`src/adc_out_params.svh`:
```
// constants for the dual converter output control block
`ifndef ADC_OUT_PARAMS_SVH
`define ADC_OUT_PARAMS_SVH

`define CLK_PERIOD_NS   25
`define STOP_TIME_NS    250
`define LOOP_MIN_PER_NS 50
`define RECOVER_TIME_NS 100000
`define STOP_CYC        ((`STOP_TIME_NS) / (`CLK_PERIOD_NS))
`define LOOP_MAX_CYC    ((`LOOP_MIN_PER_NS) / (`CLK_PERIOD_NS))
`define RECOVER_CYC     (((`RECOVER_TIME_NS) + (`CLK_PERIOD_NS) - 1) / (`CLK_PERIOD_NS))

`define WORD_W          10
`define PIPE_DEPTH      6
`define FIFO_DEPTH      4

`define CFG_W           3
`define CFG_RESET       3'h0
`define CFG_LOOP_OFF    0
`define CFG_PD_A        1
`define CFG_PD_B        2

`endif

```
`src/adc_out_pkg.sv`:
```
// types shared by the dual converter output control block
package adc_out_pkg;

  typedef struct packed {
    logic       over;
    logic [9:0] word;
  } sample_t;

  typedef struct packed {
    sample_t a;
    sample_t b;
  } chan_pair_t;

  typedef enum logic [1:0] {
    ST_HALTED,
    ST_RECOVER,
    ST_RUN
  } run_state_t;

endpackage

```
`src/adc_out_ctrl.sv`:
```
// fifo and top level of the dual converter output control block
`timescale 1ns/1ps
`include "adc_out_params.svh"

module sample_fifo #(
  parameter int WIDTH = 22,
  parameter int DEPTH = `FIFO_DEPTH
) (
  input  wire logic             clk_i,
  input  wire logic             rst_b_i,
  input  wire logic             ce_i,
  input  wire logic             in_valid_i,
  output logic                  in_ready_o,
  input  wire logic [WIDTH-1:0] in_data_i,
  output logic                  out_valid_o,
  input  wire logic             out_ready_i,
  output logic      [WIDTH-1:0] out_data_o
);
  localparam int PW = (DEPTH > 1) ? $clog2(DEPTH) : 1;
  logic [WIDTH-1:0] mem_reg [DEPTH];
  logic [PW-1:0]    wr_ptr_reg;
  logic [PW-1:0]    rd_ptr_reg;
  logic [PW:0]      count_reg;
  wire              push = in_valid_i && in_ready_o;
  wire              pop  = out_valid_o && out_ready_i;
  wire [PW-1:0]     wr_inc = (wr_ptr_reg == PW'(DEPTH - 1)) ? '0 : wr_ptr_reg + 1'b1;
  wire [PW-1:0]     rd_inc = (rd_ptr_reg == PW'(DEPTH - 1)) ? '0 : rd_ptr_reg + 1'b1;
  wire [PW:0]       count_next = (push && !pop) ? count_reg + 1'b1 : ((pop && !push) ? count_reg - 1'b1 : count_reg);
  assign in_ready_o  = (count_reg != (PW+1)'(DEPTH));
  assign out_valid_o = (count_reg != '0);
  assign out_data_o  = mem_reg[rd_ptr_reg];

  always_ff @(posedge clk_i)
  begin
    if (ce_i && push)
    begin
      mem_reg[wr_ptr_reg] <= in_data_i;
    end
  end

  always_ff @(posedge clk_i)
  begin
    if (!rst_b_i)
    begin
      wr_ptr_reg <= '0;
      rd_ptr_reg <= '0;
      count_reg  <= '0;
    end
    else if (ce_i)
    begin
      wr_ptr_reg <= push ? wr_inc : wr_ptr_reg;
      rd_ptr_reg <= pop ? rd_inc : rd_ptr_reg;
      count_reg  <= count_next;
    end
  end
endmodule

// Overview of operation
// RULE1: sample clock below 2 MSPS powers down; resumes automatically above it.
// RULE2: clock loop on after reset; then rates under 20 MSPS are not run.
// RULE3: writing loop-off bit lets rates down to 2 MSPS run; duty near half.
// RULE4: two channels, each a 10-bit word, bit 9 most significant.
// RULE5: each channel has its own valid strobe and over-range output.
// RULE6: coding select low gives offset binary, high gives two's complement.
// RULE7: two's complement word is offset binary word with top bit inverted.
// RULE8: offset binary: all ones, one then zeros, all zeros at scale points.
// RULE9: two's complement: 0111111111, all zeros, 1000000000 at scale points.
// RULE10: per-channel active-low enable; high floats that channel's outputs.
// RULE11: capture side keeps output enables static, never fast-multiplexed.
// RULE12: over-range detected separately for each channel.
// RULE13: over-range low while in range, high when input exceeds full scale.
// RULE14: over-range flag travels with its data word, six sample cycles latency.
// RULE15: select low disables the programming port; writes are ignored.
// RULE16: select low resets every programming register to zero.
// RULE17: capture side pulses select low once after power-up.
// RULE18: clock stopped over 250 ns or below 2 MHz: partial power-down, 100 us recovery.
// RULE19: with port enabled, each channel can be powered down by register.
// RULE20: valid strobe toggles once per delivered sample.
// RULE21: no valid strobe while powered down for a slow or stopped clock.
module adc_out_ctrl
  import adc_out_pkg::*;
#(
  parameter int PIPE_DEPTH = `PIPE_DEPTH,
  parameter int FIFO_DEPTH = `FIFO_DEPTH
) (
  input  wire logic               clk_i,
  input  wire logic               rst_b_i,
  input  wire logic               ce_i,
  input  wire logic               sample_clock_i,
  input  wire logic [`WORD_W-1:0] core_word_a_i,
  input  wire logic               core_over_a_i,
  input  wire logic [`WORD_W-1:0] core_word_b_i,
  input  wire logic               core_over_b_i,
  input  wire logic               coding_select_i,
  input  wire logic               out_en_b_a_i,
  input  wire logic               out_en_b_b_i,
  input  wire logic               select_i,
  input  wire logic               cfg_wr_i,
  input  wire logic [`CFG_W-1:0]  cfg_data_i,
  input  wire logic               capture_ready_i,
  output logic      [`WORD_W-1:0] data_a_o,
  output logic      [`WORD_W-1:0] data_b_o,
  output logic                    over_range_chan_a_o,
  output logic                    over_range_chan_b_o,
  output logic                    valid_strobe_chan_a_o,
  output logic                    valid_strobe_chan_b_o,
  output logic                    drive_en_b_a_o,
  output logic                    drive_en_b_b_o,
  output logic                    power_down_o,
  output logic                    loop_enabled_o,
  output logic [`CFG_W-1:0]       cfg_o,
  output logic                    overrun_o
);
  localparam logic [12:0] STOP_CYC    = 13'(`STOP_CYC);
  localparam logic [12:0] LOOP_CYC    = 13'(`LOOP_MAX_CYC);
  localparam logic [12:0] RECOVER_CYC = 13'(`RECOVER_CYC);

  // pin synchronisers: sample clock, coding, enable a, enable b, select
  logic [4:0]  sync1_reg;
  logic [4:0]  sync2_reg;
  logic        clk_prev_reg;
  logic [12:0] gap_reg;
  logic [12:0] per_cnt_reg;
  logic [12:0] period_reg;
  logic [12:0] rec_reg;
  run_state_t  state_reg;
  run_state_t  state_next;
  logic [`CFG_W-1:0] cfg_reg;
  chan_pair_t  pipe_reg [PIPE_DEPTH];
  logic [PIPE_DEPTH-1:0] pvld_reg;

  wire clk_s     = sync2_reg[4];
  wire coding_s  = sync2_reg[3];
  wire oe_b_a_s  = sync2_reg[2];
  wire oe_b_b_s  = sync2_reg[1];
  wire sel_s     = sync2_reg[0];
  wire rise      = clk_s && !clk_prev_reg;
  wire edge_any  = clk_s != clk_prev_reg;
  wire loop_on   = !cfg_reg[`CFG_LOOP_OFF];
  wire pd_a      = cfg_reg[`CFG_PD_A];
  wire pd_b      = cfg_reg[`CFG_PD_B];

  // RULE18: clock stopped watch
  wire stopped   = gap_reg > STOP_CYC;
  // RULE2: loop rejects slow clock
  wire loop_slow = loop_on && (period_reg > LOOP_CYC);
  wire too_slow  = stopped || loop_slow;
  wire running   = state_reg == ST_RUN;

  // RULE12: per-channel over-range capture
  chan_pair_t core_s;
  assign core_s.a = '{over: core_over_a_i, word: core_word_a_i};
  assign core_s.b = '{over: core_over_b_i, word: core_word_b_i};

  wire        fifo_in_ready;
  wire        fifo_out_valid;
  chan_pair_t fifo_out;
  // RULE14: word and flag leave the pipe together
  wire        push   = rise && running && pvld_reg[PIPE_DEPTH-1];
  wire        pop    = fifo_out_valid && capture_ready_i && running;

  // RULE8: offset binary passes through
  // RULE9: two's complement scale points
  // RULE7: top bit inverted in two's complement
  // RULE6: coding select picks format
  wire [`WORD_W-1:0] fmt_a = {fifo_out.a.word[9] ^ coding_s, fifo_out.a.word[8:0]};
  wire [`WORD_W-1:0] fmt_b = {fifo_out.b.word[9] ^ coding_s, fifo_out.b.word[8:0]};

  always_ff @(posedge clk_i)
  begin
    if (!rst_b_i)
    begin
      sync1_reg    <= 5'h06;
      sync2_reg    <= 5'h06;
      clk_prev_reg <= 1'b0;
    end
    else if (ce_i)
    begin
      sync1_reg    <= {sample_clock_i, coding_select_i, out_en_b_a_i, out_en_b_b_i, select_i};
      sync2_reg    <= sync1_reg;
      clk_prev_reg <= clk_s;
    end
  end

  // RULE1: edge gap and period measurement
  always_ff @(posedge clk_i)
  begin
    if (!rst_b_i)
    begin
      gap_reg     <= 13'h1FFF;
      per_cnt_reg <= 13'h0000;
      period_reg  <= 13'h1FFF;
    end
    else if (ce_i)
    begin
      gap_reg <= edge_any ? 13'h0001 : ((gap_reg == 13'h1FFF) ? gap_reg : gap_reg + 13'h0001);
      period_reg  <= rise ? per_cnt_reg : period_reg;
      per_cnt_reg <= rise ? 13'h0001 : ((per_cnt_reg == 13'h1FFF) ? per_cnt_reg : per_cnt_reg + 13'h0001);
    end
  end

  // RULE21: halt and recovery sequencing
  always_comb
  begin
    case (state_reg)
      ST_HALTED:  state_next = (rise && !too_slow) ? ST_RECOVER : ST_HALTED;
      ST_RECOVER: state_next = too_slow ? ST_HALTED : ((rec_reg >= RECOVER_CYC) ? ST_RUN : ST_RECOVER);
      ST_RUN:     state_next = too_slow ? ST_HALTED : ST_RUN;
      default:    state_next = ST_HALTED;
    endcase
  end

  always_ff @(posedge clk_i)
  begin
    if (!rst_b_i)
    begin
      state_reg <= ST_HALTED;
      rec_reg   <= 13'h0000;
    end
    else if (ce_i)
    begin
      state_reg <= state_next;
      // RULE18: recovery wait count
      rec_reg   <= (state_reg == ST_RECOVER) ? rec_reg + 13'h0001 : 13'h0000;
    end
  end

  // RULE15: writes only with select high
  // RULE16: select low clears registers
  always_ff @(posedge clk_i)
  begin
    if (!rst_b_i)
    begin
      cfg_reg <= `CFG_RESET;
    end
    else if (ce_i)
    begin
      cfg_reg <= !sel_s ? `CFG_RESET : (cfg_wr_i ? cfg_data_i : cfg_reg);
    end
  end

  // RULE14: six-stage sample pipeline
  always_ff @(posedge clk_i)
  begin
    if (!rst_b_i || (ce_i && !running))
    begin
      pvld_reg <= '0;
    end
    else if (ce_i && rise)
    begin
      pvld_reg <= {pvld_reg[PIPE_DEPTH-2:0], 1'b1};
    end
  end

  always_ff @(posedge clk_i)
  begin
    if (ce_i && rise)
    begin
      pipe_reg[0] <= core_s;
      for (int i = 1; i < PIPE_DEPTH; i++)
      begin
        pipe_reg[i] <= pipe_reg[i-1];
      end
    end
  end

  sample_fifo #(
    .WIDTH ($bits(chan_pair_t)),
    .DEPTH (FIFO_DEPTH)
  ) u_fifo (
    .clk_i       (clk_i),
    .rst_b_i     (rst_b_i),
    .ce_i        (ce_i),
    .in_valid_i  (push),
    .in_ready_o  (fifo_in_ready),
    .in_data_i   (pipe_reg[PIPE_DEPTH-1]),
    .out_valid_o (fifo_out_valid),
    .out_ready_i (pop),
    .out_data_o  (fifo_out)
  );

  // RULE4: registered 10-bit words per channel
  // RULE5: separate strobe and flag
  always_ff @(posedge clk_i)
  begin
    if (!rst_b_i)
    begin
      data_a_o              <= 10'h000;
      data_b_o              <= 10'h000;
      over_range_chan_a_o   <= 1'b0;
      over_range_chan_b_o   <= 1'b0;
      valid_strobe_chan_a_o <= 1'b0;
      valid_strobe_chan_b_o <= 1'b0;
      overrun_o             <= 1'b0;
    end
    else if (ce_i)
    begin
      overrun_o <= push && !fifo_in_ready;
      // RULE19: powered-down channel holds still
      // RULE20: one toggle per delivered word
      if (pop && !pd_a)
      begin
        data_a_o              <= fmt_a;
        // RULE13: flag high only past full scale
        over_range_chan_a_o   <= fifo_out.a.over;
        valid_strobe_chan_a_o <= !valid_strobe_chan_a_o;
      end
      if (pop && !pd_b)
      begin
        data_b_o              <= fmt_b;
        over_range_chan_b_o   <= fifo_out.b.over;
        valid_strobe_chan_b_o <= !valid_strobe_chan_b_o;
      end
    end
  end

  // RULE10: active-low output drive enables
  always_ff @(posedge clk_i)
  begin
    if (!rst_b_i)
    begin
      drive_en_b_a_o <= 1'b1;
      drive_en_b_b_o <= 1'b1;
      power_down_o   <= 1'b1;
      loop_enabled_o <= 1'b1;
      cfg_o          <= `CFG_RESET;
    end
    else if (ce_i)
    begin
      drive_en_b_a_o <= oe_b_a_s;
      drive_en_b_b_o <= oe_b_b_s;
      power_down_o   <= state_next != ST_RUN;
      // RULE3: loop-off bit from register
      loop_enabled_o <= loop_on;
      cfg_o          <= cfg_reg;
    end
  end
endmodule

```
`config.mk`:
```
export PLATFORM = sky130hd
export DESIGN_NAME = adc_out_ctrl
export DESIGN_NICKNAME = d
export VERILOG_FILES = /design/src/adc_out_pkg.sv /design/src/adc_out_ctrl.sv
export VERILOG_INCLUDE_DIRS = /design/src
export SDC_FILE = /design/constraint.sdc
export NUM_CORES = 1
export LEC_CHECK = 0
export BUFFER_PORTS_ARGS = -buffer_cell sky130_fd_sc_hd__buf_2
export CAP_MARGIN = 20
export CORE_UTILIZATION = 65
export DETAILED_ROUTE_END_ITERATION = 8
export HOLD_SLACK_MARGIN = 0.06
export PLACE_DENSITY_LB_ADDON = 0.1
export RECOVER_POWER = 25
export SYNTH_ARGS = -nofsm -noshare
export SYNTH_HDL_FRONTEND = slang
export SYNTH_SLANG_ARGS = --single-unit
```
`constraint.sdc`:
```
create_clock -name clk_i -period 6.5 [get_ports clk_i]
set_clock_uncertainty 0.15 [all_clocks]
set_input_delay 1.95 -clock clk_i [delete_from_list [all_inputs] [get_ports clk_i]]
set_output_delay 1.95 -clock clk_i [all_outputs]
set_load 0.05 [all_outputs]
```
==> results of run 1 <==
-- worst reg2reg max path, cell delays in order, from the launching register on --
cell and delay (ps):
sky130_fd_sc_hd__dfxtp_1 360, sky130_fd_sc_hd__ha_1 400, sky130_fd_sc_hd__nand2_1 100, sky130_fd_sc_hd__buf_4 230, sky130_fd_sc_hd__nor3_1 580, sky130_fd_sc_hd__and2_1 630
sky130_fd_sc_hd__buf_8 250
-- power groups by stage --
stage | clock network, W | registers [W] | logic [W]
3_3_place_gp | 0 | 0.00239 | 0.000266
4_1_cts | 0.00195 | 0.00235 | 0.000283
3_5_place_dp | 0 | 0.00239 | 0.000281
5_1_grt | 0.00203 | 0.00236 | 0.000319
2_1_floorplan | 0 | 0.00238 | 0.000229
6_report | 0.00192 | 0.00235 | 0.000284
-- per-stage QoR --
step / std cells / hold WS, ps / utilization, % / setup slack [ps] / power, W
4_1_cts: 1155 / 268 / 76.3 / 2510 / 0.00458
6_report: 1161 / 267 / 76.9 / 2530 / 0.00456
3_3_place_gp: 1094 / 251 / 70.2 / 2110 / 0.00266
2_1_floorplan: 823 / 250 / - / 1740 / 0.00261
5_1_grt: 1161 / 267 / 76.9 / 2430 / 0.00471
3_5_place_dp: 1094 / 255 / 70.2 / 1970 / 0.00267
-- worst paths after layout --
| kind | slack, ps | cells past startpoint | startpoint | endpoint |
|---|---|---|---|---|
| min | 270 | 0 | pipe_reg[1][7] | pipe_reg[2][7] |
| max reg2reg | 3520 | 6 | sync2_reg[4] | u_fifo.mem_reg[2][8] |
| min reg2reg | 270 | 0 | pipe_reg[1][7] | pipe_reg[2][7] |
| max | 2530 | 6 | ce_i | data_a_o[3] |
-- area by class of cell --
class                      count  area [µm²]
inverter                      18        72.6
fill                        1047        4210
clock inverter                 6         108
timing repair buffer          79         482
sequential                   335        8910
multi-input combinational    439        3140
tap                          229         287
clock buffer                  55        1000
-- layout by cell type (no fill, tap or decap), types with 5 or more instances in the layout --
cell type,n
sky130_fd_sc_hd__clkbuf_16,35
sky130_fd_sc_hd__xnor2_1,12
sky130_fd_sc_hd__nor2b_1,6
sky130_fd_sc_hd__a21oi_1,19
sky130_fd_sc_hd__nand4_1,11
sky130_fd_sc_hd__o21ai_0,18
sky130_fd_sc_hd__nor2_1,69
sky130_fd_sc_hd__mux2i_1,51
sky130_fd_sc_hd__and2_1,6
sky130_fd_sc_hd__nand2_1,81
sky130_fd_sc_hd__inv_1,15
sky130_fd_sc_hd__nor3_1,9
sky130_fd_sc_hd__nor4_1,6
sky130_fd_sc_hd__clkbuf_1,15
sky130_fd_sc_hd__edfxtp_1,220
sky130_fd_sc_hd__mux4_2,22
sky130_fd_sc_hd__nand3_1,32
sky130_fd_sc_hd__and3_1,9
sky130_fd_sc_hd__and4_1,7
sky130_fd_sc_hd__or3_1,9
sky130_fd_sc_hd__dfxtp_1,115
sky130_fd_sc_hd__buf_2,66
sky130_fd_sc_hd__buf_4,7
sky130_fd_sc_hd__ha_1,12
sky130_fd_sc_hd__clkbuf_8,5
-- routing by layer --
layer  global-route usage [%]  routed length, µm  vias up  part of all wire (%)
li1                         -                  -     3242                     -
met5                        0                  0        -                     0
met3                     4.16               1090       38                   4.7
met2                     42.5              11700      186                    51
met4                     7.02                439        0                   1.9
met1                     31.7               9770     3410                    42
-- cell families (layout without fill, tap and decap cells) --
group	Yosys count	in the layout	synth area share [%]
DFF	335	335	72.7
AOI/OAI and AO/OA	72	72	4.14
muxes	73	73	8.21
and+or+nand+nor	265	265	10.6
buffers and inverters	49	158	1.80
xor gates and xnor gates	16	16	1.14
adders and majority gates	13	13	1.39
==> qor_table.md, run 1 <==
| Stage | Quantity | This run |
| --- | --- | --- |
| power and ir drop | Switching power summed over all nets | 0.000970 W |
| detailed routing | Post-DR vias/cell | 5.92 |
| critical path | Critical path class | in -> reg |
| clocking | Clock tree buffer depth | 3 |
| sta | Relative slew slack | 28.3% |
| detailed routing | Count of routing violations after the opening detailed-route iteration | 452 |
| grt | Number of antenna violations at the first check in global routing | 0 |
| power and ir drop | Internal power | 0.00359 W |
| critical path | Critical path startpoint category | input pin |
| floorplanning | Initial Utilization | 67.3% |
| clocking | TritonCTS Buffers | 34 |
| synthesis | Share of async-settable or async-resettable flops after synthesis | 0% |
| run status | Run status | completed |
| clocking | Resized cells post-CTS | 0 |
| synthesis | Cell types occupying the most area after synthesis | sky130_fd_sc_hd__edfxtp_1 54%, sky130_fd_sc_hd__dfxtp_1 19%, sky130_fd_sc_hd__mux2i_1 4.2%, sky130_fd_sc_hd__mux4_2 4.0%, sky130_fd_sc_hd__nand2_1 2.5% |
| floorplanning | Number of primary I/O pins | 67 |
| sta | Setup TNS | 0 ps |
| sta | Share of the cycle needed by the critical path after routing | 61.0% |
| synthesis | Cell type with the highest aggregate area in the netlist | sky130_fd_sc_hd__edfxtp_1 |
| flow run | Maximum capacitance violations | 0 |
| finish | Post-route cell area | 0.0140 mm² |
| clocking | Clock-pin slew reported for the worst setup and hold paths after clock tree synthesis | 60 ps |
| synthesis | Top cells by count, synth | 220 x sky130_fd_sc_hd__edfxtp_1, 115 x sky130_fd_sc_hd__dfxtp_1, 81 x sky130_fd_sc_hd__nand2_1 |
| critical path | Critical Path Max Stage Delay | 980 ps |
| sta | Time the worst path needs with I/O delays and setup | 3970 ps |
| clocking | Number of buffers inserted by post-CTS setup repair | 0 |
| synthesis | Mapped Avg Cell Area | 14.9 µm² |
| sta | Maximum clock frequency | 252 MHz |
| floorplanning | Floorplan die area | 0.0194 mm² |
| synthesis | Cell with the most instances after synthesis | sky130_fd_sc_hd__edfxtp_1 |
| hold path | Worst hold path type | reg -> reg |
| placed design | DPL Wire Length | 13,900 µm |
| detailed routing | Total via count in the routed design | 6,876 |
| synthesis | Gate Count Post-Synth | 823 |
| critical path | Worst path required time | 6710 ps |
| clocking | CTS sink cnt | 335 |
| finish | Area Overhead vs Synth | 14.3% |
| grt | Number of global-route vias before repair | 6,899 |
| power and ir drop | Combinational share of power | 6.2% |
| floorplanning | Cell Rows | 49 |
| placed design | Count of buffers inserted at the top-level ports | 66 |
| power and ir drop | Power density cells | 326 mW/mm² |
| floorplanning | Area of the placeable core | 0.0182 mm² |
| critical path | Critical path buffer and inverter count | 3 |
| synthesis | Total nets after synthesis | 871 |
| grt | Total global-route track usage | 24.4% |
| finish | Flip-flop count of the largest register, all copies and words added | 132 |
| placed design | Placed Instance Area | 0.0128 mm² |
| critical path | CP max-delay cell | sky130_fd_sc_hd__nor4_4 |
| critical path | Data arrival time of the worst path | 4180 ps |
| finish | Count of inserted antenna diode cells | 0 |
| critical path | Maximum fanout along the worst path | 47 |
| clocking | TritonCTS clock tree | done |
| sta | Count of pins over their slew limit | 0 |
| floorplanning | Die Ht | 139 µm |
| clocking | CTS HTree Levels | 2 |
| synthesis | Yosys top cell area share | 53.9% |
| critical path | Largest delay share family, worst path | simple AND/OR/NAND/NOR gates |
| detailed routing | Post-route DRC | 0 |
| grt | Pin count of the biggest net entering global routing | 70 |
| detailed routing | Total Wirelength | 23,000 µm |
| detailed routing | Average wire length per cell after detail routing | 19.8 µm |
| grt | Global-route wire length before repair | 36,400 µm |
| synthesis | Netlist area before placement | 0.0122 mm² |
| clocking | Hold-fix buffers at CTS | 0 |
| critical path | Worst Setup End Kind | flip-flop |
| placed design | Placer's final routability congestion estimate | 0.834 |
| sta | Number of setup violations in the final report | 0 |
| power and ir drop | Share of power burned in registers | 51.6% |
| power and ir drop | Peak VDD IR | 0.242 mV |
| synthesis | EDFF count, synth | 220 |
| floorplanning | DIE WIDTH | 139 µm |
| synthesis | Main flop type after synthesis | sky130_fd_sc_hd__edfxtp_1 |
| power and ir drop | Lkg Pwr | 4.91 nW |
| power and ir drop | Switching power as a share of total power | 21.3% |
| sta | Unrepaired setup endpoints after global routing | false |
| synthesis | Yosys warning count | 0 |
| detailed routing | Number of iterations in the first detailed-routing pass | 5 |
| synthesis | Share of synthesized area occupied by flip-flops and latches | 72.7% |
| power and ir drop | Proportion of power drawn by the clock network | 42.2% |
| grt | Remaining global-route overflow | 0 |
| sta | Hold Fails Final Rpt | 0 |
| synthesis | Count of different cell masters after synthesis | 60 |
| synthesis | Count of state elements after synthesis | 335 |
| detailed routing | Post-route antenna net violation count | 0 |
| sta | Transition time of the tightest slew-check pin | 1070 ps |
| clocking | Source-to-sink clock delay at the later pin of the worst-skew pair | 500 ps |
| finish | Count of nets after finishing | 955 |
| clocking | Clock tree root driver cell | sky130_fd_sc_hd__clkbuf_16 |
| finish | Share of final-layout standard cells stronger than drive strength 1 | 17.5% |
| critical path | Critical path cell sequence | buf_2, buf_4, inv_2, nor4_4, mux2i_1, nor2_1 |
Note: power is estimated with default switching activity, not from simulation.
==> run 2, diff against run 1 <==
Settings changed: ABC_AREA from default to 1, CORE_UTILIZATION 65 to 60.
Clock period 6.5 ns to 3.7 ns, I/O delays scaled along.
==> run 2 against run 1 <==
  * Clock power up 73%
  * Sequential power increased by 74%
  * Critical path type is now reg -> reg
  * Highest routed layer unchanged
  * First-iteration DRC count up 40%
  * Largest power group unchanged
==> qor_table.md, run 2 <==
| Stage | Quantity | This run | Change |
| --- | --- | --- | --- |
| synthesis | Top cells by count, synth | 220 x sky130_fd_sc_hd__edfxtp_1, 176 x sky130_fd_sc_hd__nand2_1, 144 x sky130_fd_sc_hd__nor2_1 |  |
| clocking | TritonCTS Buffers | 34 | unchanged |
| finish | Leading cell type in the layout, fill and taps excluded | sky130_fd_sc_hd__edfxtp_1 |  |
| synthesis | Main flop type after synthesis | sky130_fd_sc_hd__edfxtp_1 |  |
| placed design | Placed Cells incl. Taps | 1,379 | +26% |
| synthesis | Dominant combinational cell family by area after synthesis | simple AND/OR/NAND/NOR gates |  |
| critical path | Maximum fanout along the worst path | 15 | -68% |
| synthesis | Multiplexer share of the synthesized area | 0% | -8.2 points |
| grt | Number of antenna violations at the first check in global routing | 0 | unchanged |
| synthesis | Synthesized-area fraction occupied by adder cells | 1.37% | -0.021 points |
| floorplanning | Die Ht | 146 µm | +4.8% |
| synthesis | Xor and xnor fraction of the mapped netlist area | 1.06% | -0.087 points |
| placed design | DPL Wire Length | 13,300 µm | -4.4% |
| clocking | Number of buffers inserted by post-CTS setup repair | 0 | unchanged |
| synthesis | Count of different cell masters after synthesis | 42 | -30% |
| synthesis | Yosys top cell area share | 53.1% | -0.80 points |
| hold path | Worst hold path type | reg -> reg |  |
| floorplanning | Area of the placeable core | 0.0203 mm² | +11% |
| clocking | TritonCTS clock tree | done |  |
| grt | Total global-route track usage | 21.8% | -2.6 points |
| synthesis | Cell with the most instances after synthesis | sky130_fd_sc_hd__edfxtp_1 |  |
| critical path | Critical path startpoint category | flip-flop |  |
| detailed routing | Count of routing violations after the opening detailed-route iteration | 634 | +40% |
| synthesis | Cell types occupying the most area after synthesis | sky130_fd_sc_hd__edfxtp_1 53%, sky130_fd_sc_hd__dfxtp_1 19%, sky130_fd_sc_hd__nand2_1 5.3%, sky130_fd_sc_hd__nor2_1 4.3%, sky130_fd_sc_hd__nand3_1 2.8% |  |
| sta | Count of pins over their slew limit | 0 | unchanged |
| synthesis | EDFF count, synth | 220 | unchanged |
| clocking | Source-to-sink clock delay at the later pin of the worst-skew pair | 510 ps | about the same |
| clocking | Hold-fix buffers at CTS | 0 | unchanged |
| synthesis | Yosys warning count | 0 | unchanged |
| flow run | Maximum capacitance violations | 0 | unchanged |
| power and ir drop | Lkg Pwr | 5.19 nW | +5.7% |
| clocking | Resized cells post-CTS | 0 | unchanged |
| clocking | CTS sink cnt | 335 | unchanged |
| grt | Number of global-route vias before repair | 7,192 | +4.2% |
| finish | Final core utilization | 70.0% | -6.8 points |
| critical path | Worst Setup End Kind | flip-flop |  |
| sta | Time the worst path needs with I/O delays and setup | 2660 ps |  |
| sta | Hold Fails Final Rpt | 0 | unchanged |
| finish | Flip-flop count of the largest register, all copies and words added | 132 | unchanged |
| finish | Count of nets after finishing | 1,193 | +25% |
| finish | Final non-filler cell total | 1,440 | +24% |
| detailed routing | Post-route antenna net violation count | 0 | unchanged |
| sta | Share of the cycle needed by the critical path after routing | 72.0% |  |
| detailed routing | Post-DR vias/cell | 5.32 | -10% |
| grt | Global-route wire length before repair | 36,600 µm | +0.70% |
| detailed routing | Total via count in the routed design | 7,654 | +11% |
| finish | Count of inserted antenna diode cells | 0 | unchanged |
| clocking | Clock tree buffer depth | 3 | unchanged |
| run status | Run status | completed |  |
| detailed routing | Average wire length per cell after detail routing | 15.5 µm | -22% |
| synthesis | Compound-gate portion of the synthesized area | 7.62% | +3.5 points |
| detailed routing | Post-route DRC | 0 | unchanged |
| synthesis | Share of async-settable or async-resettable flops after synthesis | 0% | unchanged |
| floorplanning | Initial Utilization | 61.2% | -6.0 points |
| synthesis | Count of state elements after synthesis | 335 | unchanged |
| finish | Share of final-layout standard cells stronger than drive strength 1 | 14.4% | -3.1 points |
| floorplanning | Floorplan die area | 0.0213 mm² | +9.8% |
| synthesis | Netlist area before placement | 0.0124 mm² | +1.5% |
| detailed routing | Number of iterations in the first detailed-routing pass | 6 | +1 |
| critical path | Critical path class | reg -> reg |  |
| sta | Number of setup violations in the final report | 0 | unchanged |
| finish | Commonest cells after routing, fill and taps aside | 220 x sky130_fd_sc_hd__edfxtp_1, 176 x sky130_fd_sc_hd__nand2_1, 140 x sky130_fd_sc_hd__nor2_1, 115 x sky130_fd_sc_hd__dfxtp_1, 69 x sky130_fd_sc_hd__nand3_1 |  |
| floorplanning | Cell Rows | 52 | +6.1% |
| synthesis | Cell type with the highest aggregate area in the netlist | sky130_fd_sc_hd__edfxtp_1 |  |
| clocking | Clock-pin slew reported for the worst setup and hold paths after clock tree synthesis | 60 ps | about the same |
| synthesis | Gate Count Post-Synth | 1,066 | +30% |
| clocking | CTS HTree Levels | 2 | unchanged |
| grt | Remaining global-route overflow | 0 | unchanged |
| synthesis | Total nets after synthesis | 1,114 | +28% |
| synthesis | Mapped Avg Cell Area | 11.7 µm² | -22% |
| floorplanning | DIE WIDTH | 146 µm | +4.8% |
| clocking | Clock tree root driver cell | sky130_fd_sc_hd__clkbuf_16 |  |
| synthesis | Share of synthesized area occupied by flip-flops and latches | 71.7% | -1.1 points |
| power and ir drop | Peak VDD IR | 0.358 mV | +48% |
| sta | Maximum clock frequency | 376 MHz |  |
| placed design | Placer's final routability congestion estimate | 0.844 | +1.2% |
| sta | Setup TNS | 0 ps | unchanged |
| critical path | Data arrival time of the worst path | 2720 ps | -1460 ps |
| finish | Area Overhead vs Synth | 14.3% | about the same |
| placed design | Count of buffers inserted at the top-level ports | 66 | unchanged |
| sta | Relative slew slack | 45.6% | +17 points |
| critical path | Worst path required time | 3760 ps | -2950 ps |
| floorplanning | Number of primary I/O pins | 67 | unchanged |
| detailed routing | Total Wirelength | 22,300 µm | -3.2% |
| sta | Transition time of the tightest slew-check pin | 813 ps | -254 ps |
| synthesis | Area share of and/or/nand/nor cells after synthesis | 14.5% | +3.9 points |
| grt | Pin count of the biggest net entering global routing | 55 | -21% |
| power and ir drop | Power density cells | 543 mW/mm² | +67% |
| sta | Unrepaired setup endpoints after global routing | false |  |
## run 2: cell count changes after synthesis, sizes merged, moves of 11 or more
cell / delta
mux2i: -51
a21oi: +39
o21ai: +52
inv: +46
nand2: +102
nand3: +39
nor2: +78
mux4: -22
xnor2: -11
o22ai: +19
## run 2: cell families (layout without fill, tap and decap cells)
| group | Yosys count | in the layout |
|---|---|---|
| buffers and inverters | 109 | 213 |
| DFF | 335 | 335 |
| AOI/OAI and AO/OA | 168 | 168 |
| and+or+nand+nor | 426 | 426 |
| adders and majority gates | 13 | 13 |
| xor gates and xnor gates | 15 | 15 |
## run 2: critical path, cell delays in order (launching register included)
cell and delay (ps):
sky130_fd_sc_hd__dfxtp_1 360, sky130_fd_sc_hd__ha_1 440, sky130_fd_sc_hd__nand3_1 130, sky130_fd_sc_hd__nor2_1 240
sky130_fd_sc_hd__nand2_1 270, sky130_fd_sc_hd__nor2_2 540, sky130_fd_sc_hd__buf_12 240
## run 2: layout make-up
cell class	count	area [µm²]
Sequential cell	335	8910
Fill cell	1509	6090
Multi-Input combinational cell	622	3070
Clock buffer	47	971
Timing Repair Buffer	86	543
Tap cell	270	338
Inverter	66	253
Clock inverter	14	135
## run 2: stage by stage
stage               hold slack (ps)  total power (W)  setup WS, ps  area (µm²)
floorplan                       250          0.00438           663       12400
global placement                250          0.00446           753       13100
detailed placement              255          0.00447           742       13100
CTS                             262          0.00778          1010       14200
global route                    267          0.00798           854       14200
finish                          262          0.00772          1040       14200
## run 2: final timing paths
path	depth (start not counted)	to	slack, ps	from
worst min register to register	0	pipe_reg[1][16]	260	pipe_reg[0][16]
worst min-delay path	0	pipe_reg[1][16]	260	pipe_reg[0][16]
worst max-delay path	6	u_fifo.mem_reg[0][16]	1040	sync2_reg[4]
worst max register to register	6	u_fifo.mem_reg[0][16]	1040	sync2_reg[4]
## run 2: layer usage
metal / wire [µm] / share of wire, % / track usage [%] / vias up
li1: - / - / - / 3845
met1: 10300 / 46 / 30.6 / 3574
met2: 10400 / 47 / 35.0 / 201
met3: 1190 / 5.4 / 3.51 / 34
met4: 432 / 1.9 / 6.89 / 0
met5: 0 / 0 / 0 / -
## run 2: power by group
group / leakage (nW) / total, W / switching, W / internal [W]
Combinational: 1.73 / 0.000298 / 0.000199 / 0.0000997
Sequential: 2.93 / 0.00409 / 0.0000482 / 0.00404
Clock: 0.533 / 0.00332 / 0.00134 / 0.00198
